`config.mk`:
```
export PLATFORM = sky130hd
export DESIGN_NAME = sbs_scheduler
export DESIGN_NICKNAME = d
export VERILOG_FILES = /design/src/sbs_pkg.sv /design/src/sbs_scheduler.sv
export VERILOG_INCLUDE_DIRS = /design/src
export SDC_FILE = /design/constraint.sdc
export NUM_CORES = 1
export LEC_CHECK = 0
export ABC_AREA = 1
export ABC_CLOCK_PERIOD_IN_PS = 9900
export BUFFER_PORTS_ARGS = -buffer_cell sky130_fd_sc_hd__buf_2
export CAP_MARGIN = 40
export CORE_AREA = 2 2 402 205
export CTS_CLUSTER_DIAMETER = 150
export DETAILED_ROUTE_END_ITERATION = 16
export DIE_AREA = 0 0 404 207
export GPL_TIMING_DRIVEN = 0
export PLACE_DENSITY = 0.45
export SYNTH_ARGS = -nofsm -noshare
export SYNTH_HDL_FRONTEND = slang
export SYNTH_SLANG_ARGS = --single-unit
export TNS_END_PERCENT = 5
```
`constraint.sdc`:
```
create_clock -name clk -period 9.9 [get_ports clk]
set_input_delay 0.495 -clock clk [delete_from_list [all_inputs] [get_ports clk]]
set_output_delay 0.495 -clock clk [all_outputs]
set_load 0.005 [all_outputs]
```
`src/sbs_defines.svh`:
```
/*
  Offsets, field positions, reset values and timing counts of the
  sampling burst scheduler. Assumes a 25 MHz clock.
*/
`ifndef SBS_DEFINES_SVH
`define SBS_DEFINES_SVH
`define SBS_CLK_NS      40
`define SBS_TICK_MS     10
`define SBS_TICK_CYC    ((`SBS_TICK_MS * 1000000) / `SBS_CLK_NS)
`define SBS_TPS         7'h64
`define SBS_TS_MS       400
`define SBS_TS_TICKS    (`SBS_TS_MS / `SBS_TICK_MS)
`define SBS_SHORT_TICKS 16'h001E
`define SBS_TSREC_TICKS 16'h0032
`define SBS_PER_MIN     16'h000A
`define SBS_PER_MAX     16'h03E8
`define SBS_HK_LAST     4'h9
`define SBS_A_CTRL      8'h00
`define SBS_A_PERIOD    8'h04
`define SBS_A_DELAY     8'h08
`define SBS_A_BLEN      8'h0C
`define SBS_A_BINT      8'h10
`define SBS_A_WARM      8'h14
`define SBS_A_STAT      8'h18
`define SBS_A_CMD       8'h1C
`define SBS_C_BURST     0
`define SBS_C_PWR       1
`define SBS_C_NV        2
`define SBS_C_MODE0     4
`define SBS_C_MODE1     6
`define SBS_K_START     0
`define SBS_K_STOP      1
`define SBS_K_DEM       2
`define SBS_K_CAL       4
`define SBS_S_REJ       8
`define SBS_S_WARN      9
`define SBS_S_CNT       16
`define SBS_RST_PERIOD  16'h0032
`endif

```
`src/sbs_pkg.sv`:
```
/*
  Types of the sampling burst scheduler.
  Assumes sbs_defines.svh for all numeric constants.
*/
package sbs_pkg;
  typedef enum logic [4:0] {
    ST_IDLE = 5'h01,
    ST_DLY  = 5'h02,
    ST_WARM = 5'h04,
    ST_RUN  = 5'h08,
    ST_BSLP = 5'h10
  } sbs_st_type;
  typedef enum logic [1:0] {
    CH_BB = 2'h0,
    CH_FL = 2'h1,
    CH_TS = 2'h2
  } sbs_chm_type;
  typedef enum logic [1:0] {
    SRC_FRESH = 2'h0,
    SRC_REP   = 2'h1,
    SRC_ZERO  = 2'h2,
    SRC_OFF   = 2'h3
  } sbs_src_type;
  typedef struct packed {
    logic [15:0] period;
    logic [15:0] delay;
    logic [15:0] blen;
    logic [15:0] bint;
    logic [15:0] warm;
    logic        burst;
    logic        pwr;
    logic        nv;
    sbs_chm_type mode0;
    sbs_chm_type mode1;
  } sbs_cfg_type;
  typedef struct packed {
    logic        stb;
    logic        log;
    logic        hk;
    logic [1:0]  dem;
    sbs_src_type [3:0] src;
  } sbs_smp_type;
endpackage

```
`src/sbs_scheduler.sv`:
```
/*
  Sampling burst scheduler: start delay, periodic and burst sampling,
  channel time-share, housekeeping cadence, AXI4-Lite registers.
  Assumes nv_valid/nv_image come from a memory on clk; pins are async.
*/
// Decided for this implementation: the address map and register access over AXI4-Lite.
// Contract
// RULE_01: Sample period is held in 0.01 s ticks and controls sampling.
// RULE_02: Periods from 0.1 s to 10 s accepted; burst mode allows long runs.
// RULE_03: On start, wait start delay seconds, then sample every period.
// RULE_04: In burst mode, sleep once burst length has elapsed.
// RULE_05: In burst mode, restart a burst every burst interval.
// RULE_06: Each burst waits warm-up seconds before its first sample.
// RULE_07: Stop command, switch off or battery exhausted stops sampling.
// RULE_08: Unsupported settings are refused, e.g. burst length over interval.
// RULE_09: Start-on-power-up option starts logging after a cold power-up.
// RULE_10: Each dual channel measures first, second, or time-shares both.
// RULE_11: Time-share switches measurement type every 0.4 seconds.
// RULE_12: A skipped type repeats its latest measured value.
// RULE_13: Period below 0.3 s outputs zero for never-taken measurements.
// RULE_14: Settings causing missing data raise a warning but still apply.
// RULE_15: Host should use periods of at least 0.5 s with time-share.
// RULE_16: Nonvolatile option saves settings across reset and power loss.
// RULE_17: Logged samples are also sent on the serial port.
// RULE_18: Three demand commands each give one unlogged sample.
// RULE_19: Host reads settings back after writing them.
// RULE_20: Host requests identification before proceeding.
// RULE_21: Host search tries all ports at 4800 to 57600 baud.
// RULE_22: Calibration request makes the device send its coefficients.
// RULE_23: One housekeeping record follows every ten primary samples.
// RULE_24: All timing derives from one 10 ms tick and counters.
`timescale 1ns/100ps
`include "sbs_defines.svh"
module sbs_scheduler
  import sbs_pkg::*;
#(
  parameter int TICK_CYC = `SBS_TICK_CYC
)(
  input  wire logic        clk,
  input  wire logic        rst_n,
  input  wire logic [7:0]  s_axi_awaddr,
  input  wire logic        s_axi_awvalid,
  output      logic        s_axi_awready,
  input  wire logic [31:0] s_axi_wdata,
  input  wire logic [3:0]  s_axi_wstrb,
  input  wire logic        s_axi_wvalid,
  output      logic        s_axi_wready,
  output      logic [1:0]  s_axi_bresp,
  output      logic        s_axi_bvalid,
  input  wire logic        s_axi_bready,
  input  wire logic [7:0]  s_axi_araddr,
  input  wire logic        s_axi_arvalid,
  output      logic        s_axi_arready,
  output      logic [31:0] s_axi_rdata,
  output      logic [1:0]  s_axi_rresp,
  output      logic        s_axi_rvalid,
  input  wire logic        s_axi_rready,
  input  wire logic        switch_pin,
  input  wire logic        batt_low_pin,
  input  wire logic        nv_valid,
  input  wire sbs_cfg_type nv_image,
  output      sbs_smp_type smp,
  output      logic        sleep,
  output      logic        ts_phase,
  output      logic        warn,
  output      logic        cal_send,
  output      logic        nv_save,
  output      sbs_cfg_type nv_data
);
  typedef struct packed {
    sbs_cfg_type cfg;
    sbs_st_type  st;
    sbs_smp_type smp;
    logic [1:0]  init;
    logic        sw1, sw2, swd, bt1, bt2;
    logic [17:0] tdiv;
    logic        tick;
    logic [6:0]  sub;
    logic [15:0] tcnt, bcnt, pcnt, cnt;
    logic [3:0]  hk;
    logic        hkp;
    logic [1:0]  dmp;
    logic [5:0]  tsc;
    logic        phase;
    logic [1:0]  seen, ever;
    logic        rej, wrn, warn, cal, nvs, slp;
    logic        awrdy, wrdy, awv, wv, bv, arrdy, rv;
    logic [7:0]  awa;
    logic [31:0] wd, rd;
    logic [3:0]  ws;
    logic [1:0]  bresp, rresp;
  } sbs_state_type;

  sbs_state_type s, n;

  function automatic logic cfg_ok(sbs_cfg_type c);
    cfg_ok = c.period >= `SBS_PER_MIN && c.period <= `SBS_PER_MAX &&
             (!c.burst || (c.blen <= c.bint && c.bint != 16'h0000));
  endfunction

  function automatic logic miss_risk(sbs_cfg_type c);
    miss_risk = (c.mode0 == CH_TS || c.mode1 == CH_TS) &&
                c.period < `SBS_TSREC_TICKS;
  endfunction

  function automatic sbs_src_type chan_src(sbs_chm_type m, logic q,
      logic [1:0] sn, logic [1:0] ev, logic shrt);
    chan_src = SRC_OFF;
    if (m == CH_TS)
    begin
      if (sn[q])
        chan_src = SRC_FRESH;
      else if (ev[q] && !shrt)
        chan_src = SRC_REP;
      else
        chan_src = SRC_ZERO;
    end
    else if ((m == CH_FL) == q)
      chan_src = SRC_FRESH;
  endfunction

  function automatic logic [31:0] reg_rd(sbs_state_type v, logic [7:0] a);
    reg_rd = 32'h0000_0000;
    case (a)
      `SBS_A_CTRL:
      begin
        reg_rd[`SBS_C_BURST] = v.cfg.burst;
        reg_rd[`SBS_C_PWR] = v.cfg.pwr;
        reg_rd[`SBS_C_NV] = v.cfg.nv;
        reg_rd[`SBS_C_MODE0 +: 2] = v.cfg.mode0;
        reg_rd[`SBS_C_MODE1 +: 2] = v.cfg.mode1;
      end
      `SBS_A_PERIOD: reg_rd[15:0] = v.cfg.period;
      `SBS_A_DELAY:  reg_rd[15:0] = v.cfg.delay;
      `SBS_A_BLEN:   reg_rd[15:0] = v.cfg.blen;
      `SBS_A_BINT:   reg_rd[15:0] = v.cfg.bint;
      `SBS_A_WARM:   reg_rd[15:0] = v.cfg.warm;
      `SBS_A_STAT:
      begin
        reg_rd[4:0] = v.st;
        reg_rd[`SBS_S_REJ] = v.rej;
        reg_rd[`SBS_S_WARN] = v.wrn;
        reg_rd[`SBS_S_CNT +: 16] = v.cnt;
      end
      default: reg_rd = 32'h0000_0000;
    endcase
  endfunction

  function automatic logic [31:0] merge(logic [31:0] o, logic [31:0] d,
                                        logic [3:0] b);
    for (int i = 0; i < 4; i++)
      merge[8*i +: 8] = b[i] ? d[8*i +: 8] : o[8*i +: 8];
  endfunction

  logic        sec, start_ev, stop_ev, wr_do, shrt;
  logic [31:0] wm;
  sbs_cfg_type cand;

  always_comb
  begin
    n = s;
    n.tick = 1'b0;
    n.smp.stb = 1'b0;
    n.warn = 1'b0;
    n.cal = 1'b0;
    n.nvs = 1'b0;
    cand = s.cfg;
    start_ev = 1'b0;
    stop_ev = 1'b0;
    n.sw1 = switch_pin;
    n.sw2 = s.sw1;
    n.swd = s.sw2;
    n.bt1 = batt_low_pin;
    n.bt2 = s.bt1;
    // Restore saved settings, then honour power-up start
    n.init = {s.init[0], 1'b0};
    if (s.init[0] && nv_valid)
      n.cfg = nv_image; // [RULE_16]
    if (s.init[1] && s.cfg.pwr)
      start_ev = 1'b1; // [RULE_09]
    // 10 ms tick and one-second strobe
    if (s.tdiv == 18'(TICK_CYC - 1))
    begin
      n.tdiv = 18'h00000;
      n.tick = 1'b1; // [RULE_24]
    end
    else
      n.tdiv = s.tdiv + 18'h00001;
    sec = s.tick && s.sub == `SBS_TPS - 7'h01;
    if (s.tick)
      n.sub = sec ? 7'h00 : s.sub + 7'h01;
    // AXI4-Lite write channel
    if (s_axi_awvalid && s.awrdy)
    begin
      n.awa = {s_axi_awaddr[7:2], 2'h0};
      n.awv = 1'b1;
    end
    if (s_axi_wvalid && s.wrdy)
    begin
      n.wd = s_axi_wdata;
      n.ws = s_axi_wstrb;
      n.wv = 1'b1;
    end
    wr_do = s.awv && s.wv && !s.bv;
    wm = merge(reg_rd(s, s.awa), s.wd, s.ws);
    if (wr_do)
    begin
      n.awv = 1'b0;
      n.wv = 1'b0;
      n.bv = 1'b1;
      n.bresp = 2'h0;
      case (s.awa)
        `SBS_A_CTRL:
        begin
          cand.burst = wm[`SBS_C_BURST];
          cand.pwr = wm[`SBS_C_PWR];
          cand.nv = wm[`SBS_C_NV];
          cand.mode0 = sbs_chm_type'(wm[`SBS_C_MODE0 +: 2]); // [RULE_10]
          cand.mode1 = sbs_chm_type'(wm[`SBS_C_MODE1 +: 2]);
        end
        `SBS_A_PERIOD: cand.period = wm[15:0]; // [RULE_01]
        `SBS_A_DELAY:  cand.delay = wm[15:0];
        `SBS_A_BLEN:   cand.blen = wm[15:0];
        `SBS_A_BINT:   cand.bint = wm[15:0];
        `SBS_A_WARM:   cand.warm = wm[15:0];
        `SBS_A_CMD:
        begin
          start_ev = s.wd[`SBS_K_START];
          stop_ev = s.wd[`SBS_K_STOP];
          if (s.wd[`SBS_K_DEM +: 2] != 2'h0)
            n.dmp = s.wd[`SBS_K_DEM +: 2];
          n.cal = s.wd[`SBS_K_CAL]; // [RULE_22]
        end
        `SBS_A_STAT: n.bresp = 2'h0;
        default: n.bresp = 2'h2;
      endcase
      if (s.awa <= `SBS_A_WARM)
      begin
        n.rej = !cfg_ok(cand);
        if (cfg_ok(cand)) // [RULE_08] [RULE_02]
        begin
          n.cfg = cand;
          n.wrn = miss_risk(cand);
          n.warn = miss_risk(cand); // [RULE_14]
          n.nvs = cand.nv; // [RULE_16]
        end
        else
          n.bresp = 2'h2;
      end
    end
    if (s.bv && s_axi_bready)
      n.bv = 1'b0;
    n.awrdy = !n.awv && !n.bv;
    n.wrdy = !n.wv && !n.bv;
    // AXI4-Lite read channel
    if (s_axi_arvalid && s.arrdy)
    begin
      n.rd = reg_rd(s, {s_axi_araddr[7:2], 2'h0});
      n.rresp = s_axi_araddr[7:5] != 3'h0 ? 2'h2 : 2'h0;
      n.rv = 1'b1;
      n.arrdy = 1'b0;
    end
    if (s.rv && s_axi_rready)
    begin
      n.rv = 1'b0;
      n.arrdy = 1'b1;
    end
    // Start and stop sources
    if (s.sw2 && !s.swd)
      start_ev = 1'b1;
    if ((!s.sw2 && s.swd) || s.bt2)
      stop_ev = 1'b1;
    // Channel time-share phase
    if (s.st != ST_IDLE && s.tick)
    begin
      if (s.tsc == 6'(`SBS_TS_TICKS - 1))
      begin
        n.tsc = 6'h00;
        n.phase = !s.phase; // [RULE_11]
        n.seen[s.phase] = 1'b1;
        n.ever[s.phase] = 1'b1;
      end
      else
        n.tsc = s.tsc + 6'h01;
    end
    if (sec && s.st != ST_IDLE)
    begin
      n.tcnt = s.tcnt + 16'h0001;
      n.bcnt = s.bcnt + 16'h0001;
    end
    shrt = s.cfg.period < `SBS_SHORT_TICKS;
    case (s.st)
      ST_IDLE: n.st = ST_IDLE;
      ST_DLY:
        if (s.tcnt >= s.cfg.delay) // [RULE_03]
        begin
          n.st = s.cfg.burst ? ST_WARM : ST_RUN;
          n.tcnt = 16'h0000;
          n.bcnt = 16'h0000;
          n.pcnt = 16'h0000;
        end
      ST_WARM:
        if (s.bcnt >= s.cfg.blen)
          n.st = ST_BSLP;
        else if (s.tcnt >= s.cfg.warm) // [RULE_06]
        begin
          n.st = ST_RUN;
          n.pcnt = 16'h0000;
        end
      ST_RUN:
      begin
        if (s.cfg.burst && s.bcnt >= s.cfg.blen)
          n.st = ST_BSLP; // [RULE_04]
        else if (s.tick)
        begin
          n.pcnt = (s.pcnt + 16'h0001 >= s.cfg.period) ? 16'h0000
                                                       : s.pcnt + 16'h0001;
          if (s.pcnt == 16'h0000)
          begin
            n.smp.stb = 1'b1;
            n.smp.log = 1'b1; // [RULE_17]
            n.smp.hk = 1'b0;
            n.smp.dem = 2'h0;
            n.smp.src[0] = chan_src(s.cfg.mode0, 1'b0, s.seen, s.ever, shrt);
            n.smp.src[1] = chan_src(s.cfg.mode0, 1'b1, s.seen, s.ever, shrt);
            n.smp.src[2] = chan_src(s.cfg.mode1, 1'b0, s.seen, s.ever, shrt);
            n.smp.src[3] = chan_src(s.cfg.mode1, 1'b1, s.seen, s.ever, shrt);
            n.seen = 2'h0; // [RULE_12] [RULE_13]
            n.cnt = s.cnt + 16'h0001;
            n.hkp = s.hk == `SBS_HK_LAST;
            n.hk = s.hk == `SBS_HK_LAST ? 4'h0 : s.hk + 4'h1;
          end
        end
      end
      ST_BSLP:
        if (s.bcnt >= s.cfg.bint) // [RULE_05]
        begin
          n.st = ST_WARM;
          n.bcnt = 16'h0000;
          n.tcnt = 16'h0000;
        end
      default: n.st = ST_IDLE;
    endcase
    if (s.hkp)
    begin
      n.smp.stb = 1'b1;
      n.smp.log = 1'b1;
      n.smp.hk = 1'b1; // [RULE_23]
      n.smp.dem = 2'h0;
      n.hkp = 1'b0;
    end
    else if (!n.smp.stb && s.dmp != 2'h0)
    begin
      n.smp.stb = 1'b1;
      n.smp.log = 1'b0; // [RULE_18]
      n.smp.hk = 1'b0;
      n.smp.dem = s.dmp;
      n.dmp = 2'h0;
    end
    if (start_ev)
    begin
      n.st = ST_DLY;
      n.tcnt = 16'h0000;
      n.hk = 4'h0;
      n.ever = 2'h0;
      n.seen = 2'h0;
      n.tsc = 6'h00;
      n.sub = 7'h00;
      n.tdiv = 18'h00000;
    end
    if (stop_ev)
    begin
      n.st = ST_IDLE; // [RULE_07]
      n.hkp = 1'b0;
    end
    n.slp = n.st == ST_IDLE || n.st == ST_BSLP;
  end

  always_ff @(posedge clk or negedge rst_n)
  begin
    if (!rst_n)
    begin
      s <= '0;
      s.cfg.period <= `SBS_RST_PERIOD;
      s.st <= ST_IDLE;
      s.init <= 2'h1;
      s.awrdy <= 1'b1;
      s.wrdy <= 1'b1;
      s.arrdy <= 1'b1;
      s.slp <= 1'b1;
    end
    else
      s <= n;
  end

  assign s_axi_awready = s.awrdy;
  assign s_axi_wready = s.wrdy;
  assign s_axi_bvalid = s.bv;
  assign s_axi_bresp = s.bresp;
  assign s_axi_arready = s.arrdy;
  assign s_axi_rvalid = s.rv;
  assign s_axi_rdata = s.rd;
  assign s_axi_rresp = s.rresp;
  assign smp = s.smp;
  assign sleep = s.slp;
  assign ts_phase = s.phase;
  assign warn = s.warn;
  assign cal_send = s.cal;
  assign nv_save = s.nvs;
  assign nv_data = s.cfg;
endmodule

```
==> metrics.txt <==
most used flip-flop cell after synthesis dfrtp_1; DIE WIDTH 404 um; Power per Cell Area 201.2 mW/mm2; First DRT Iteration DRCs just under 3,000; vias approximately 21,000; clock tree from TritonCTS built; Routed WL ~100,000 um; flip-flop and latch area between 0.007 and 0.008 mm2; Clock H-tree levels 2; xor and xnor fraction of the mapped netlist area 0.02076; Hold Path End s_axi_arready; number of synthesis warnings 0; Area Growth Syn to Fin 20.38%; initial standard-cell utilization of the core 0.2467; crit end category flop; FF-to-FF setup slack roughly 3600 ps; largest voltage drop on the vdd net between 0.1 and 0.15 mV; launch instance of the worst register-to-register path s[76]; number of antenna violations at the first check in global routing 6; aggregate global-route resource usage 0.2356; Core Area about 0.08 mm2; leakage dissipation between 10 and 15 nW; met3 wire length around 14,000 um; outcome complete, no violations; post-route met1 wirelength 50,680 um; Num Clock Sinks 291; CTS Buffer Depth 3; Die ar. 0.08363 mm2; antenna-violating nets left 0; DIE HEIGHT 207 um; number of I/O port buffers 270; routability congestion estimate between 1 and 1.5; number of enable flip-flop cells after synthesis 0; maximum frequency from static timing analysis roughly 160 MHz; hold path startpoint s_axi_arvalid; average vias per placed instance approximately 5.0; measured slew at the worst slew-check pin 986.7 ps; WHS Path Cells 2; post-CTS repair timing setup buffer count 0; combinational family with the most area after synthesis simple AND/OR/NAND/NOR gates; Critical Path RT ~10,000 ps; area of the mapped netlist 0.01983 mm2; Post-Route Skew 47.23 ps; compound-gate portion of the synthesized area 0.1314; sequential fraction of the synthesis area 0.3679; drc violations 0; capture instance of the worst register-to-register path nv_data[78]; synthesized-area fraction occupied by adder cells 0.06689; part of the cycle the worst path needs 0.6386; number of setup violations in the final report 0; max-cap check violation count 0; first-pass GRT wire length 141,600 um; synthesized area per cell 7.181 um2; clock edge transition at the registers on the reported setup and hold paths 70 ps; maximum number of pins on one net before global-route repair 111; cells resized by post-CTS repair 0; PnR worst setup slack ~3600 ps; Worst Path Arrival between 6000 and 7000 ps; IO Count a little under 300; number of filler instances in the final layout 8,907; simple-gate portion of the synthesized area 0.2738; routed length on met2 34,640 um; type of the worst min-delay path primary input to flop; area used by multi-input combinational logic 0.009861 mm2; Inserted Clock Buffers 34; maximum net fanout on the critical path 10; number of hold-repair buffers added at the cts stage 3; router iterations before antenna repair 8; Max Slew Vio Count 0; RSZ-0062 raised after global routing false; Final Core Density 0.2970; site row count between 70 and 80; Root Driver clkbuf_16; top routing layer used met5; minimum setup slack after placement approximately 4200 ps; post-synthesis cell type count 47; detailed-route wire length per cell roughly 24 um; placed wire-length estimate roughly 83,000 um; Final Hold Viols 0; proportion of synthesized area in mux cells 0.003408; Worst Path Class, Setup flop to flop; share of synthesized registers carrying an async set or reset 1.000; total of flip-flops plus latches after synthesis 291; leftover overflow at the end of global routing 0; clock latency at the later pin of the worst-skew pair a little under 600 ps; Tmin final approximately 6300 ps; depth of the most critical reg-to-reg path 23; Synth Instances around 2,800; worst rel slew slack 0.3422; number of global-route vias before repair about 19,000; setup TNS after final layout 0 ps; CP Launch Type flop; share of layout cells above drive strength 1 0.1766; count of nets after finishing 3,335
-- worst max-delay path, cell delays in order, from the launching register on --
cell      delay [ps]
dfrtp_1          460
nor2_4           420
nand2_2          180
nor2_1           530
buf_2            420
nand2_1          100
nand3_1          140
o21ai_1          270
nand2_1          370
nand2_1           80
o21ai_0          170
ha_1             310
a21oi_1          180
nor2_1            60
a211oi_1         260
o21ai_0          120
nor3_1           360
a22oi_1          180
o21bai_1         250
nand3_2          310
inv_2            360
buf_2            450
nand2_1          130
o21ai_0          100
-- metal layers --
metal  GRT usage  vias up
li1            -     9635
met1      0.3801    10030
met2      0.2785     1125
met3     0.09651      102
met4     0.03809        2
met5     0.01585        -
-- synth_stat cells (all sizes together), types with 58 or more instances --
library cell / number / area share
a21oi: 132 / 0.034
nor3: 58 / 0.015
nand3: 181 / 0.046
clkbuf: 65 / 0.012
buf: 169 / 0.060
nand4: 90 / 0.028
dfrtp: 282 / 0.36
nand2: 666 / 0.13
inv: 329 / 0.062
nor2: 239 / 0.047
ha: 106 / 0.067
o21ai: 237 / 0.060
-- stage by stage --
step                hold WS, ps  cell area (um2)  total power, mW  instances
CTS                       53.87            23860            4.703       4167
floorplan                 199.4            19830            2.368       2763
global route              92.17            23860            4.974       4167
finish                    82.66            23870            4.801       4169
global placement          340.0            22520            3.260       4097
detailed placement        336.3            22650            3.260       4105
-- how the worst max path moves through the flow --
stage / startpoint / slack [ps] / cells past startpoint / to
floorplan: s[77] / 6540 / 23 / nv_data[81]
global placement: rst_n / 2100 / 1 / s[160]
detailed placement: s[76] / 4160 / 23 / nv_data[37]
CTS: s[76] / 4110 / 23 / nv_data[35]
global route: s[76] / 3630 / 23 / nv_data[37]
finish: s[76] / 3580 / 23 / nv_data[78]
-- layout make-up --
| cell class | instances | share of cell area |
|---|---|---|
| timing repair buffer | 281 | 0.06280 |
| antenna | 2 | 0.0002097 |
| sequential | 291 | 0.3056 |
| clock buffer | 48 | 0.04168 |
| tap | 1064 | 0.05578 |
| multi-input combinational | 1902 | 0.4132 |
| buffer | 234 | 0.05992 |
| clock inverter | 11 | 0.008021 |
| inverter | 336 | 0.05284 |
-- where the power goes --
part | internal (mW) | switching [mW]
registers | 1.34 | 0.199
logic | 0.482 | 1.35
clock network | 0.833 | 0.592
-- cells in the final DEF (no fill, tap or decap), types with 38 or more instances in the layout --
cell / count
nand2_1: 662
inv_1: 313
buf_2: 293
dfrtp_1: 282
nor2_1: 230
o21ai_0: 201
nand3_1: 179
buf_4: 143
a21oi_1: 131
ha_1: 106
nand4_1: 90
clkbuf_1: 71
nor3_1: 57
xor2_1: 38
-- sequential cells by signal, indices dropped and copies added (netlist names) --
signal / cells
s_axi_bresp: 1
s_axi_wready: 1
s_axi_rresp: 1
s_axi_arready: 1
cal_send: 1
ts_phase: 1
smp: 13
s_axi_rdata: 32
sleep: 1
s: 143
nv_data: 87
s_axi_awready: 1
nv_save: 1
s_axi_bvalid: 1
s_axi_rvalid: 1
warn: 1
n: 4
-- logic make-up (layout without fill, tap and decap cells) --
logic type	count (synthesis)	after routing
XOR/XNOR	47	47
adder cells (fa/ha/maj)	106	106
buffers and inverters	570	910
AO/OA/AOI/OAI	473	473
other	1	5
flip-flops	291	291
AND/OR/NAND/NOR	1267	1267
multiplexers	6	6
(Power assumes the default switching activity.)
